### config.mk
export PLATFORM = sky130hd
export DESIGN_NAME = bod_decoder
export DESIGN_NICKNAME = d
export VERILOG_FILES = /design/src/hdl/bod_pkg.sv /design/src/hdl/bod_bit_unit.sv /design/src/hdl/bod_decoder.sv
export SDC_FILE = /design/constraint.sdc
export NUM_CORES = 1
export LEC_CHECK = 0
export BUFFER_PORTS_ARGS = -buffer_cell sky130_fd_sc_hd__buf_2
export CORE_ASPECT_RATIO = 0.5
export CORE_MARGIN = 8
export CORE_UTILIZATION = 25
export CTS_CLUSTER_SIZE = 25
export DETAILED_ROUTE_END_ITERATION = 10
export GPL_TIMING_DRIVEN = 0
export HOLD_SLACK_MARGIN = 0.12
export PLACE_DENSITY_LB_ADDON = 0.1
export SETUP_SLACK_MARGIN = 0.05
export SYNTH_ARGS = -nofsm -noshare
export SYNTH_HDL_FRONTEND = slang
export SYNTH_HIERARCHICAL = 1
export SYNTH_SLANG_ARGS = --single-unit
### constraint.sdc
create_clock -name core_clk -period 5.15 [get_ports core_clk]
set_input_delay 0.2575 -clock core_clk [delete_from_list [all_inputs] [get_ports core_clk]]
set_output_delay 0.2575 -clock core_clk [all_outputs]
set_load 0.005 [all_outputs]
### src/hdl/bod_pkg.sv
// Shared constants, types and helpers for the bit-operation and jump decoder.
// Assumes a little-endian byte stream from program memory and 8-bit data memory.
package bod_pkg;

    // Leading opcode bytes.
    localparam logic [7:0] OP_BIT_PFX = 8'hCB;
    localparam logic [7:0] OP_INDEX_ONE_PFX = 8'hDD;
    localparam logic [7:0] OP_INDEX_TWO_PFX = 8'hFD;
    localparam logic [7:0] OP_ABS_JUMP = 8'hC3;
    localparam logic [7:0] OP_REL_JUMP = 8'h18;

    // Operation field of the final bit-group opcode byte.
    localparam logic [1:0] GRP_ROTATE = 2'h0;
    localparam logic [1:0] GRP_TEST = 2'h1;
    localparam logic [1:0] GRP_CLEAR = 2'h2;
    localparam logic [1:0] GRP_SET = 2'h3;

    // Register field codes.
    localparam logic [2:0] REG_B = 3'h0;
    localparam logic [2:0] REG_C = 3'h1;
    localparam logic [2:0] REG_D = 3'h2;
    localparam logic [2:0] REG_E = 3'h3;
    localparam logic [2:0] REG_H = 3'h4;
    localparam logic [2:0] REG_L = 3'h5;
    localparam logic [2:0] REG_MEM = 3'h6;
    localparam logic [2:0] REG_A = 3'h7;

    // Condition field codes.
    localparam logic [2:0] COND_NOT_ZERO = 3'h0;
    localparam logic [2:0] COND_ZERO = 3'h1;
    localparam logic [2:0] COND_NO_CARRY = 3'h2;
    localparam logic [2:0] COND_CARRY = 3'h3;
    localparam logic [2:0] COND_PARITY_ODD = 3'h4;
    localparam logic [2:0] COND_PARITY_EVEN = 3'h5;
    localparam logic [2:0] COND_SIGN_POS = 3'h6;
    localparam logic [2:0] COND_SIGN_NEG = 3'h7;

    // Flag bit positions.
    localparam int FLAG_C = 0;
    localparam int FLAG_N = 1;
    localparam int FLAG_PV = 2;
    localparam int FLAG_H = 4;
    localparam int FLAG_Z = 6;
    localparam int FLAG_S = 7;

    // Instruction lengths in bytes and the relative-jump base step.
    localparam logic [2:0] LEN_BIT = 3'h2;
    localparam logic [2:0] LEN_IDX = 3'h4;
    localparam logic [2:0] LEN_ABS = 3'h3;
    localparam logic [2:0] LEN_REL = 3'h2;
    localparam logic [15:0] REL_ADDR_STEP = 16'h0002;
    localparam logic [15:0] ADDR_RST = 16'h0000;

    // Machine cycles and clock states per variant.
    localparam logic [2:0] M_BIT_REG = 3'h2;
    localparam logic [4:0] T_BIT_REG = 5'h08;
    localparam logic [2:0] M_TEST_MEM = 3'h3;
    localparam logic [4:0] T_TEST_MEM = 5'h0C;
    localparam logic [2:0] M_TEST_IDX = 3'h5;
    localparam logic [4:0] T_TEST_IDX = 5'h14;
    localparam logic [2:0] M_SETCLR_MEM = 3'h4;
    localparam logic [4:0] T_SETCLR_MEM = 5'h0F;
    localparam logic [2:0] M_SETCLR_IDX = 3'h6;
    localparam logic [4:0] T_SETCLR_IDX = 5'h17;
    localparam logic [2:0] M_ABS = 3'h3;
    localparam logic [4:0] T_ABS = 5'h0A;
    localparam logic [2:0] M_REL_TAKEN = 3'h3;
    localparam logic [4:0] T_REL_TAKEN = 5'h0C;
    localparam logic [2:0] M_REL_SKIP = 3'h2;
    localparam logic [4:0] T_REL_SKIP = 5'h07;

    typedef struct packed {
        logic [7:0] b;
        logic [7:0] c;
        logic [7:0] d;
        logic [7:0] e;
        logic [7:0] h;
        logic [7:0] l;
        logic [7:0] a;
    } bod_gpr_t;

    typedef struct packed {
        logic rd;
        logic wr;
        logic [15:0] addr;
        logic [7:0] wdata;
    } bod_mem_req_t;

    function automatic logic bod_is_abs(input logic [7:0] op);
        return (op == OP_ABS_JUMP) || (op[7:6] == 2'h3 && op[2:0] == 3'h2);
    endfunction : bod_is_abs

    function automatic logic bod_is_rel(input logic [7:0] op);
        return (op == OP_REL_JUMP) || (op[7:5] == 3'h1 && op[2:0] == 3'h0);
    endfunction : bod_is_rel

    // Zero means the leading byte opens no instruction handled here.
    function automatic logic [2:0] bod_instr_len(input logic [7:0] op);
        if (op == OP_BIT_PFX) return LEN_BIT;
        if (op == OP_INDEX_ONE_PFX || op == OP_INDEX_TWO_PFX) return LEN_IDX;
        if (bod_is_abs(op)) return LEN_ABS;
        if (bod_is_rel(op)) return LEN_REL;
        return 3'h0;
    endfunction : bod_instr_len

    function automatic logic [15:0] bod_sext(input logic [7:0] v);
        return {{8{v[7]}}, v};
    endfunction : bod_sext

endpackage : bod_pkg

### src/hdl/bod_bit_unit.sv
// Bit test/set/clear datapath and condition evaluator, purely combinational.
// Assumes operand and flags are stable for the cycle in which they are used.
`timescale 1ns/1ps
module bod_bit_unit
    import bod_pkg::*;
(
    input wire logic [1:0] group,
    input wire logic [2:0] bit_sel,
    input wire logic [7:0] operand,
    input wire logic [7:0] flags_in,
    input wire logic [2:0] cond,
    output logic [7:0] result,
    output logic [7:0] flags_new,
    output logic cond_true
);

    logic [7:0] mask;

    always_comb begin
        mask = 8'h01 << bit_sel;
        result = operand;
        flags_new = flags_in;
        unique case (group)
            GRP_TEST: begin
                // Sign and parity keep their old value; both are undefined anyway.
                flags_new[FLAG_Z] = ~|(operand & mask);
                flags_new[FLAG_H] = 1'b1;
                flags_new[FLAG_N] = 1'b0;
            end
            GRP_SET: result = operand | mask;
            GRP_CLEAR: result = operand & ~mask;
            default: result = operand;
        endcase
    end

    always_comb begin
        unique case (cond)
            COND_NOT_ZERO: cond_true = ~flags_in[FLAG_Z];
            COND_ZERO: cond_true = flags_in[FLAG_Z];
            COND_NO_CARRY: cond_true = ~flags_in[FLAG_C];
            COND_CARRY: cond_true = flags_in[FLAG_C];
            COND_PARITY_ODD: cond_true = ~flags_in[FLAG_PV];
            COND_PARITY_EVEN: cond_true = flags_in[FLAG_PV];
            COND_SIGN_POS: cond_true = ~flags_in[FLAG_S];
            COND_SIGN_NEG: cond_true = flags_in[FLAG_S];
        endcase
    end

endmodule : bod_bit_unit

### src/hdl/bod_decoder.sv
// Fetches and executes single-bit test/set/clear and absolute/relative jumps.
// Assumes the core hands over registers and flags stable while busy, and
// that program and data memory answer with valid strobes.
//
// Contract
// - Bit-select field value is the binary index of bit 0 to 7.
// - Register field: 000 B, 001 C, 010 D, 011 E, 100 H, 101 L, 111 A.
// - Clear opcode has top bits 10 instead of 11; drives selected bit to zero.
// - Set/clear keep flags; 2/8 register, 4/15 indirect, 6/23 indexed.
// - Bit test takes 2/8 register, 3/12 indirect, 5/20 indexed.
// - Every jump leaves all flags untouched, taken or not.
// - Conditional absolute jump loads the 16-bit operand only when true; 3/10.
// - Condition codes: not zero, zero, no carry, carry, odd, even, positive, negative.
// - Relative jump: 2/7 when condition fails, 3/12 when taken or unconditional.
// - Relative displacement is signed and added to the address plus 2.
`timescale 1ns/1ps
module bod_decoder
    import bod_pkg::*;
(
    input wire logic core_clk,
    input wire logic rst_n,
    input wire logic start,
    input wire logic [15:0] start_addr,
    input wire bod_gpr_t gpr,
    input wire logic [15:0] index_reg_one,
    input wire logic [15:0] index_reg_two,
    input wire logic [7:0] flags_in,
    input wire logic prog_valid,
    input wire logic [7:0] prog_byte,
    output logic prog_ready,
    input wire logic mem_rvalid,
    input wire logic [7:0] mem_rdata,
    output bod_mem_req_t mem_req,
    output logic reg_wr_en,
    output logic [2:0] reg_wr_sel,
    output logic [7:0] reg_wr_data,
    output logic flags_wr_en,
    output logic [7:0] flags_out,
    output logic [15:0] program_counter,
    output logic [2:0] m_cycles,
    output logic [4:0] t_states,
    output logic done,
    output logic bad_opcode
);

    typedef enum logic [1:0] {
        ST_IDLE = 2'h0,
        ST_FETCH = 2'h1,
        ST_EXEC = 2'h3,
        ST_MEMRD = 2'h2
    } bod_state_t;

    bod_state_t state_reg;
    logic [7:0] byte_buf [4];
    logic [2:0] fetch_cnt_reg;
    logic [15:0] base_addr_reg;
    logic [7:0] opnd_mem_reg;
    logic opnd_ok_reg;

    logic cap;
    logic fetch_last;
    logic [2:0] fetch_len;
    logic is_idx;
    logic is_bit;
    logic is_abs;
    logic is_rel;
    logic uncond;
    logic bad;
    logic [7:0] op_byte;
    logic [1:0] grp;
    logic [2:0] bit_idx;
    logic [2:0] reg_sel;
    logic mem_opnd;
    logic is_test;
    logic is_setclr;
    logic [15:0] ea;
    logic [7:0] opnd_val;
    logic [2:0] cond_code;
    logic cond_true;
    logic taken;
    logic [7:0] alu_result;
    logic [7:0] flags_new;
    logic need_read;
    logic exec_fire;
    logic [15:0] rel_disp;
    logic [15:0] next_addr;
    logic [2:0] m_next;
    logic [4:0] t_next;

    // Byte capture; an unknown leading byte ends the fetch at once.
    always_comb begin
        cap = prog_valid && prog_ready;
        fetch_len = bod_instr_len((fetch_cnt_reg == 3'h0) ? prog_byte : byte_buf[0]);
        fetch_last = cap && (fetch_len == 3'h0 || fetch_cnt_reg + 3'h1 == fetch_len);
    end

    always_comb begin
        is_idx = byte_buf[0] == OP_INDEX_ONE_PFX || byte_buf[0] == OP_INDEX_TWO_PFX;
        is_bit = is_idx || byte_buf[0] == OP_BIT_PFX;
        is_abs = bod_is_abs(byte_buf[0]);
        is_rel = bod_is_rel(byte_buf[0]);
        uncond = byte_buf[0] == OP_ABS_JUMP || byte_buf[0] == OP_REL_JUMP;
        op_byte = is_idx ? byte_buf[3] : byte_buf[1];
        grp = op_byte[7:6];
        bit_idx = op_byte[5:3];
        reg_sel = op_byte[2:0];
        bad = !(is_bit || is_abs || is_rel) || (is_bit && grp == GRP_ROTATE)
            || (is_idx && byte_buf[1] != OP_BIT_PFX);
        is_test = is_bit && grp == GRP_TEST;
        is_setclr = is_bit && (grp == GRP_SET || grp == GRP_CLEAR);
        mem_opnd = is_bit && (is_idx || reg_sel == REG_MEM);
        if (is_idx) begin
            ea = ((byte_buf[0] == OP_INDEX_ONE_PFX) ? index_reg_one : index_reg_two)
                + bod_sext(byte_buf[2]);
        end else begin
            ea = {gpr.h, gpr.l};
        end
        // Register 110 reads the byte latched in opnd_mem_reg; mem_opnd routes it to memory.
        unique case (reg_sel)
            REG_B: opnd_val = gpr.b;
            REG_C: opnd_val = gpr.c;
            REG_D: opnd_val = gpr.d;
            REG_E: opnd_val = gpr.e;
            REG_H: opnd_val = gpr.h;
            REG_L: opnd_val = gpr.l;
            REG_MEM: opnd_val = opnd_mem_reg;
            REG_A: opnd_val = gpr.a;
        endcase
        cond_code = is_abs ? byte_buf[0][5:3] : {1'b0, byte_buf[0][4:3]};
        taken = uncond || cond_true;
        need_read = mem_opnd && !opnd_ok_reg && !bad;
        exec_fire = state_reg == ST_EXEC && !need_read;
    end

    bod_bit_unit u_bit_unit (
        .group(grp),
        .bit_sel(bit_idx),
        .operand(opnd_val),
        .flags_in(flags_in),
        .cond(cond_code),
        .result(alu_result),
        .flags_new(flags_new),
        .cond_true(cond_true)
    );

    // Next address and timing for the instruction held in the buffer.
    always_comb begin
        rel_disp = bod_sext(byte_buf[1]);
        next_addr = base_addr_reg + {13'h0000, bod_instr_len(byte_buf[0])};
        m_next = M_BIT_REG;
        t_next = T_BIT_REG;
        if (is_abs) begin
            m_next = M_ABS;
            t_next = T_ABS;
            if (taken) begin
                next_addr = {byte_buf[2], byte_buf[1]};
            end
        end else if (is_rel) begin
            m_next = taken ? M_REL_TAKEN : M_REL_SKIP;
            t_next = taken ? T_REL_TAKEN : T_REL_SKIP;
            if (taken) begin
                next_addr = base_addr_reg + REL_ADDR_STEP + rel_disp;
            end
        end else if (is_test && mem_opnd) begin
            m_next = is_idx ? M_TEST_IDX : M_TEST_MEM;
            t_next = is_idx ? T_TEST_IDX : T_TEST_MEM;
        end else if (mem_opnd) begin
            m_next = is_idx ? M_SETCLR_IDX : M_SETCLR_MEM;
            t_next = is_idx ? T_SETCLR_IDX : T_SETCLR_MEM;
        end
    end

    always_ff @(posedge core_clk or negedge rst_n) begin
        if (!rst_n) begin
            state_reg <= ST_IDLE;
        end else begin
            unique case (state_reg)
                ST_IDLE: if (start) state_reg <= ST_FETCH;
                ST_FETCH: if (fetch_last) state_reg <= ST_EXEC;
                ST_EXEC: state_reg <= need_read ? ST_MEMRD : ST_IDLE;
                ST_MEMRD: if (mem_rvalid) state_reg <= ST_EXEC;
            endcase
        end
    end

    // The buffer is not reset: every byte is written before it is decoded.
    always_ff @(posedge core_clk) begin
        if (cap) begin
            byte_buf[fetch_cnt_reg[1:0]] <= prog_byte;
        end
    end

    always_ff @(posedge core_clk or negedge rst_n) begin
        if (!rst_n) begin
            fetch_cnt_reg <= 3'h0;
            prog_ready <= 1'b0;
            base_addr_reg <= ADDR_RST;
        end else if (state_reg == ST_IDLE && start) begin
            fetch_cnt_reg <= 3'h0;
            prog_ready <= 1'b1;
            base_addr_reg <= start_addr;
        end else if (cap) begin
            fetch_cnt_reg <= fetch_cnt_reg + 3'h1;
            prog_ready <= !fetch_last;
        end
    end

    always_ff @(posedge core_clk or negedge rst_n) begin
        if (!rst_n) begin
            opnd_ok_reg <= 1'b0;
            opnd_mem_reg <= 8'h00;
        end else if (state_reg == ST_IDLE) begin
            opnd_ok_reg <= 1'b0;
        end else if (state_reg == ST_MEMRD && mem_rvalid) begin
            opnd_ok_reg <= 1'b1;
            opnd_mem_reg <= mem_rdata;
        end
    end

    always_ff @(posedge core_clk or negedge rst_n) begin
        if (!rst_n) begin
            mem_req <= '0;
        end else begin
            mem_req.rd <= state_reg == ST_EXEC && need_read;
            mem_req.wr <= exec_fire && !bad && is_setclr && mem_opnd;
            mem_req.addr <= ea;
            mem_req.wdata <= alu_result;
        end
    end

    always_ff @(posedge core_clk or negedge rst_n) begin
        if (!rst_n) begin
            reg_wr_en <= 1'b0;
            reg_wr_sel <= REG_B;
            reg_wr_data <= 8'h00;
            flags_wr_en <= 1'b0;
            flags_out <= 8'h00;
        end else begin
            reg_wr_en <= exec_fire && !bad && is_setclr && !mem_opnd;
            reg_wr_sel <= reg_sel;
            reg_wr_data <= alu_result;
            // Set, clear and jumps never write flags.
            flags_wr_en <= exec_fire && !bad && is_test;
            flags_out <= flags_new;
        end
    end

    always_ff @(posedge core_clk or negedge rst_n) begin
        if (!rst_n) begin
            done <= 1'b0;
            bad_opcode <= 1'b0;
            program_counter <= ADDR_RST;
            m_cycles <= 3'h0;
            t_states <= 5'h00;
        end else begin
            done <= exec_fire;
            bad_opcode <= exec_fire && bad;
            if (exec_fire && !bad) begin
                program_counter <= next_addr;
                m_cycles <= m_next;
                t_states <= t_next;
            end
        end
    end

    chk_test_flags: assert property (
        @(posedge core_clk) disable iff (!rst_n)
        done && !bad_opcode && $past(is_test) |-> flags_wr_en
            && flags_out[FLAG_Z] == !$past(opnd_val[bit_idx]) && flags_out[FLAG_H]
            && !flags_out[FLAG_N] && flags_out[FLAG_C] == $past(flags_in[FLAG_C]))
        else $error("bit test flags wrong");

    chk_clear_bit: assert property (
        @(posedge core_clk) disable iff (!rst_n)
        reg_wr_en && $past(grp) == GRP_CLEAR |->
            (reg_wr_data & (8'h01 << $past(bit_idx))) == 8'h00)
        else $error("clear left bit set");

    chk_setclr_idx_time: assert property (
        @(posedge core_clk) disable iff (!rst_n)
        done && !bad_opcode && $past(is_setclr) && $past(is_idx) |->
            !flags_wr_en && m_cycles == 3'h6 && t_states == 5'h17)
        else $error("indexed set/clear timing or flags wrong");

    chk_test_mem_time: assert property (
        @(posedge core_clk) disable iff (!rst_n)
        done && !bad_opcode && $past(is_test) && $past(mem_opnd) && !$past(is_idx) |->
            m_cycles == 3'h3 && t_states == 5'h0C)
        else $error("indirect test timing wrong");

    chk_jump_flags: assert property (
        @(posedge core_clk) disable iff (!rst_n)
        done && ($past(is_abs) || $past(is_rel)) |-> !flags_wr_en && !reg_wr_en)
        else $error("jump touched flags");

    chk_abs_target: assert property (
        @(posedge core_clk) disable iff (!rst_n)
        done && !bad_opcode && $past(is_abs) |-> m_cycles == 3'h3 && t_states == 5'h0A
            && program_counter == ($past(taken) ? {$past(byte_buf[2]), $past(byte_buf[1])}
            : $past(base_addr_reg) + 16'h0003))
        else $error("absolute jump target wrong");

    chk_rel_time: assert property (
        @(posedge core_clk) disable iff (!rst_n)
        done && !bad_opcode && $past(is_rel) && !$past(taken) |->
            m_cycles == 3'h2 && t_states == 5'h07
            && program_counter == $past(base_addr_reg) + 16'h0002)
        else $error("relative skip wrong");

    chk_rel_target: assert property (
        @(posedge core_clk) disable iff (!rst_n)
        done && !bad_opcode && $past(is_rel) && $past(taken) |-> t_states == 5'h0C
            && program_counter == $past(base_addr_reg) + 16'h0002 + $past(rel_disp))
        else $error("relative target wrong");

    chk_mem_operand: assert property (
        @(posedge core_clk) disable iff (!rst_n)
        state_reg == ST_EXEC && need_read |=> mem_req.rd && state_reg == ST_MEMRD
            && mem_req.addr == $past(ea))
        else $error("memory operand not read");

endmodule : bod_decoder

==> flow_summary.json <==
{
  "start_util_pct": 25.4,
  "tightest_slew_ns": 1.35,
  "final.setup_skew_ns": 0.0125,
  "antenna_found_initial": 0,
  "outcome": "finished, final reports clean",
  "drc_errors": 0,
  "mostFrequentLayoutCell": "buf_2",
  "gr-total-overflow": 0,
  "syn_avg_cell_area_um2": 10.1,
  "clock-root-buffer": "clkbuf_16",
  "synth_ff_type": "dfrtp_1",
  "fp.dieH_um": 143,
  "synth_cell_types": 72,
  "path_buf_inv": 3,
  "critPathTopFamily": "simple AND/OR/NAND/NOR gates",
  "syn_nets": 989,
  "worst_path_max_delay_cell": "nor2_2",
  "path_class": "flip-flop to flip-flop",
  "num_vias": 7098,
  "end_kind": "flip-flop",
  "place.gp.congestion": 0.839,
  "final_nets": 1264,
  "grt_pass1_wl_um": 44800,
  "io_pins": 207,
  "ant_nets": 0,
  "cts_tree": "done",
  "post-route-util_pct": 33.9,
  "cts_buffers": 17,
  "cp_data_required_time_ns": 5.47,
  "drt-total-wl_um": 29600,
  "core_area_mm2": 0.0317,
  "cellLeakagePower_nw": 4.89,
  "syn2layout_area_growth_pct": 33.5,
  "largest_register_ffs": 32,
  "synth-seq-area-share_pct": 41.8,
  "ys_top_cells_by_area": "dfrtp_1 (30%), edfxtp_1 (12%), ha_1 (8.9%)",
  "fin_crit_sh_pct": 91.2,
  "place_inst": 1434,
  "final.min_clock_period_ns": 4.69,
  "cp.arrival_ns": 5.01,
  "rsz0062_at_grt": "no",
  "dp_slack_ns": 0.169,
  "finalSetupTns_ns": 0,
  "crit_chain": "nand3b_1 -> or2_1 -> clkbuf_1 -> clkbuf_1 -> nor2_2 -> clkbuf_1 -> mux2_2 -> ha_1 -> o21ai_0 -> nand2_1 -> and3_1 -> o31a_1 -> o211ai_1 -> a21boi_0 -> mux2i_1 -> nor2_1",
  "cts_sinks": 128,
  "ys_ff_latch": 128,
  "layout_setup_ws_ns": 0.456,
  "grt_pass1_vias": 7432,
  "ys_warn_count": 6,
  "die_area_mm2": 0.0386,
  "grt_use_total_pct": 15.2,
  "power.density_mw_per_mm2": 416,
  "h-tree-depth": 4,
  "dp_hpwl_um": 24100,
  "slew_headroom_pct": 9.64,
  "max-vdd-ir-drop_uv": 182,
  "firstDrtPassIters": 5,
  "timing.fmax_mhz": 213,
  "hold_path.class": "input pin to flip-flop",
  "setup-violations-final": 0,
  "routedWlPerCell_um": 19.5,
  "slew_violations": 0,
  "cap_violations": 0,
  "cts_setup_buffers": 0,
  "num_rows": 46,
  "insertion_delay_ns": 0.44,
  "drive_above_1_share_pct": 29.8,
  "layout_common_cells": "buf_2 (206), nand2_1 (105), dfrtp_1 (96)",
  "die_width_um": 270,
  "io_buffers": 204,
  "crit_fanout": 10,
  "synth_edf_count": 32,
  "clk_pin_slew_worst_paths_ns": 0.06,
  "syn_inst": 796,
  "viasPerCell": 4.68,
  "synth.top_cell.area_share_pct": 29.8,
  "cts_buffer_depth": 2,
  "instances_no_fill": 1517,
  "synth_area_leader_cell": "dfrtp_1",
  "start_kind": "flip-flop",
  "slowest_delay_ns": 0.50,
  "dr.first_iter.drc_count": 393,
  "hold_violations": 0,
  "synth_area_mm2": 0.00806,
  "cp_common_cell": "clkbuf_1",
  "grt_max_degree": 53,
  "synth_async_sr_flop_share_pct": 75.0
}
-- cell type report --
class	instances	area (µm²)
multi-input cells	600	4340
fillers	3270	21000
flip-flops and latches	128	3360
clock inverters	15	171
inverters	25	96.3
well taps	432	541
clock buffers	17	425
diodes	1	2.50
repair buffers	256	1560
plain buffers	43	259
-- logic make-up after synthesis --
logic type               count (synthesis)  synth area share, %
AND/OR/NAND/NOR                        242                 14.3
adder cells (fa/ha/maj)                 60                 9.60
XOR/XNOR                                46                 5.00
buffers and inverters                   68                 4.41
AO/OA/AOI/OAI                          192                 16.6
flip-flops                             128                 41.8
multiplexers                            60                 8.40
-- cell usage after synthesis (8+ instances only) --
library cell and instances:
a222oi_1 10, edfxtp_1 32, a21oi_1 39, nand2_1 105, xor2_1 20, clkbuf_1 20, mux2i_1 11, ha_1 57
inv_1 24, nand3_1 12, a21o_1 17, mux2_2 47, a221oi_1 12, o31ai_1 8, a31oi_1 16, buf_4 13
nor3_1 10, nor2_1 55, o21ai_0 39, and3_1 9, xnor2_1 26, dfrtp_1 96
-- final timing paths --
check	start	endpoint	slack [ns]	cells after the start
max in group asynchronous	rst_n	mem_req[21]	4.06	3
worst min register to register	program_counter[5]	program_counter[5]	0.47	1
worst max register to register	byte_buf[0][1]	mem_req[22]	0.46	16
min in group asynchronous	rst_n	base_addr_reg[6]	0.38	2
worst min-delay path	gpr[10]	mem_req[10]	0.14	3
worst max-delay path	byte_buf[0][1]	mem_req[22]	0.46	16
-- what timing repair did --
item | CTS | global route
gates resized for setup | 0 | 1
hold endpoints to repair | 110 | 0
endpoints found under the setup margin | 0 | 4
hold buffers | 50 | 0
-- metrics by stage --
stage	power, mW	hold slack [ns]	instance area [µm²]
2_1_floorplan	2.64	-0.0381	8060
5_1_grt	4.81	0.126	10800
3_3_place_gp	3.22	0.367	9620
4_1_cts	4.55	0.123	10800
6_report	4.48	0.138	10800
3_5_place_dp	3.23	0.333	9650
-- power breakdown --
part           switching, mW  leakage (nW)  internal (mW)
combinational          0.869          3.17          0.836
sequential             0.230          1.44           1.30
clock                  0.519         0.280          0.725
-- worst reg2reg max path: stages, from the launching register on --
cell and delay (ns):
edfxtp_1 0.46, nand3b_1 0.24, or2_1 0.24, clkbuf_1 0.20
clkbuf_1 0.38, nor2_2 0.50, clkbuf_1 0.47, mux2_2 0.40
ha_1 0.37, o21ai_0 0.11, nand2_1 0.10, and3_1 0.16
o31a_1 0.18, o211ai_1 0.14, a21boi_0 0.31, mux2i_1 0.23
nor2_1 0.08
-- per-layer routing --
| layer | track usage [%] | up-vias | share of wire [%] |
|---|---|---|---|
| met5 | 0 | - | 0 |
| met3 | 3.81 | 21 | 4.2 |
| met1 | 20.0 | 3447 | 47 |
| met4 | 3.39 | 0 | 1.2 |
| met2 | 25.0 | 169 | 48 |
| li1 | - | 3461 | - |
Power figures use the tool's default switching activity.
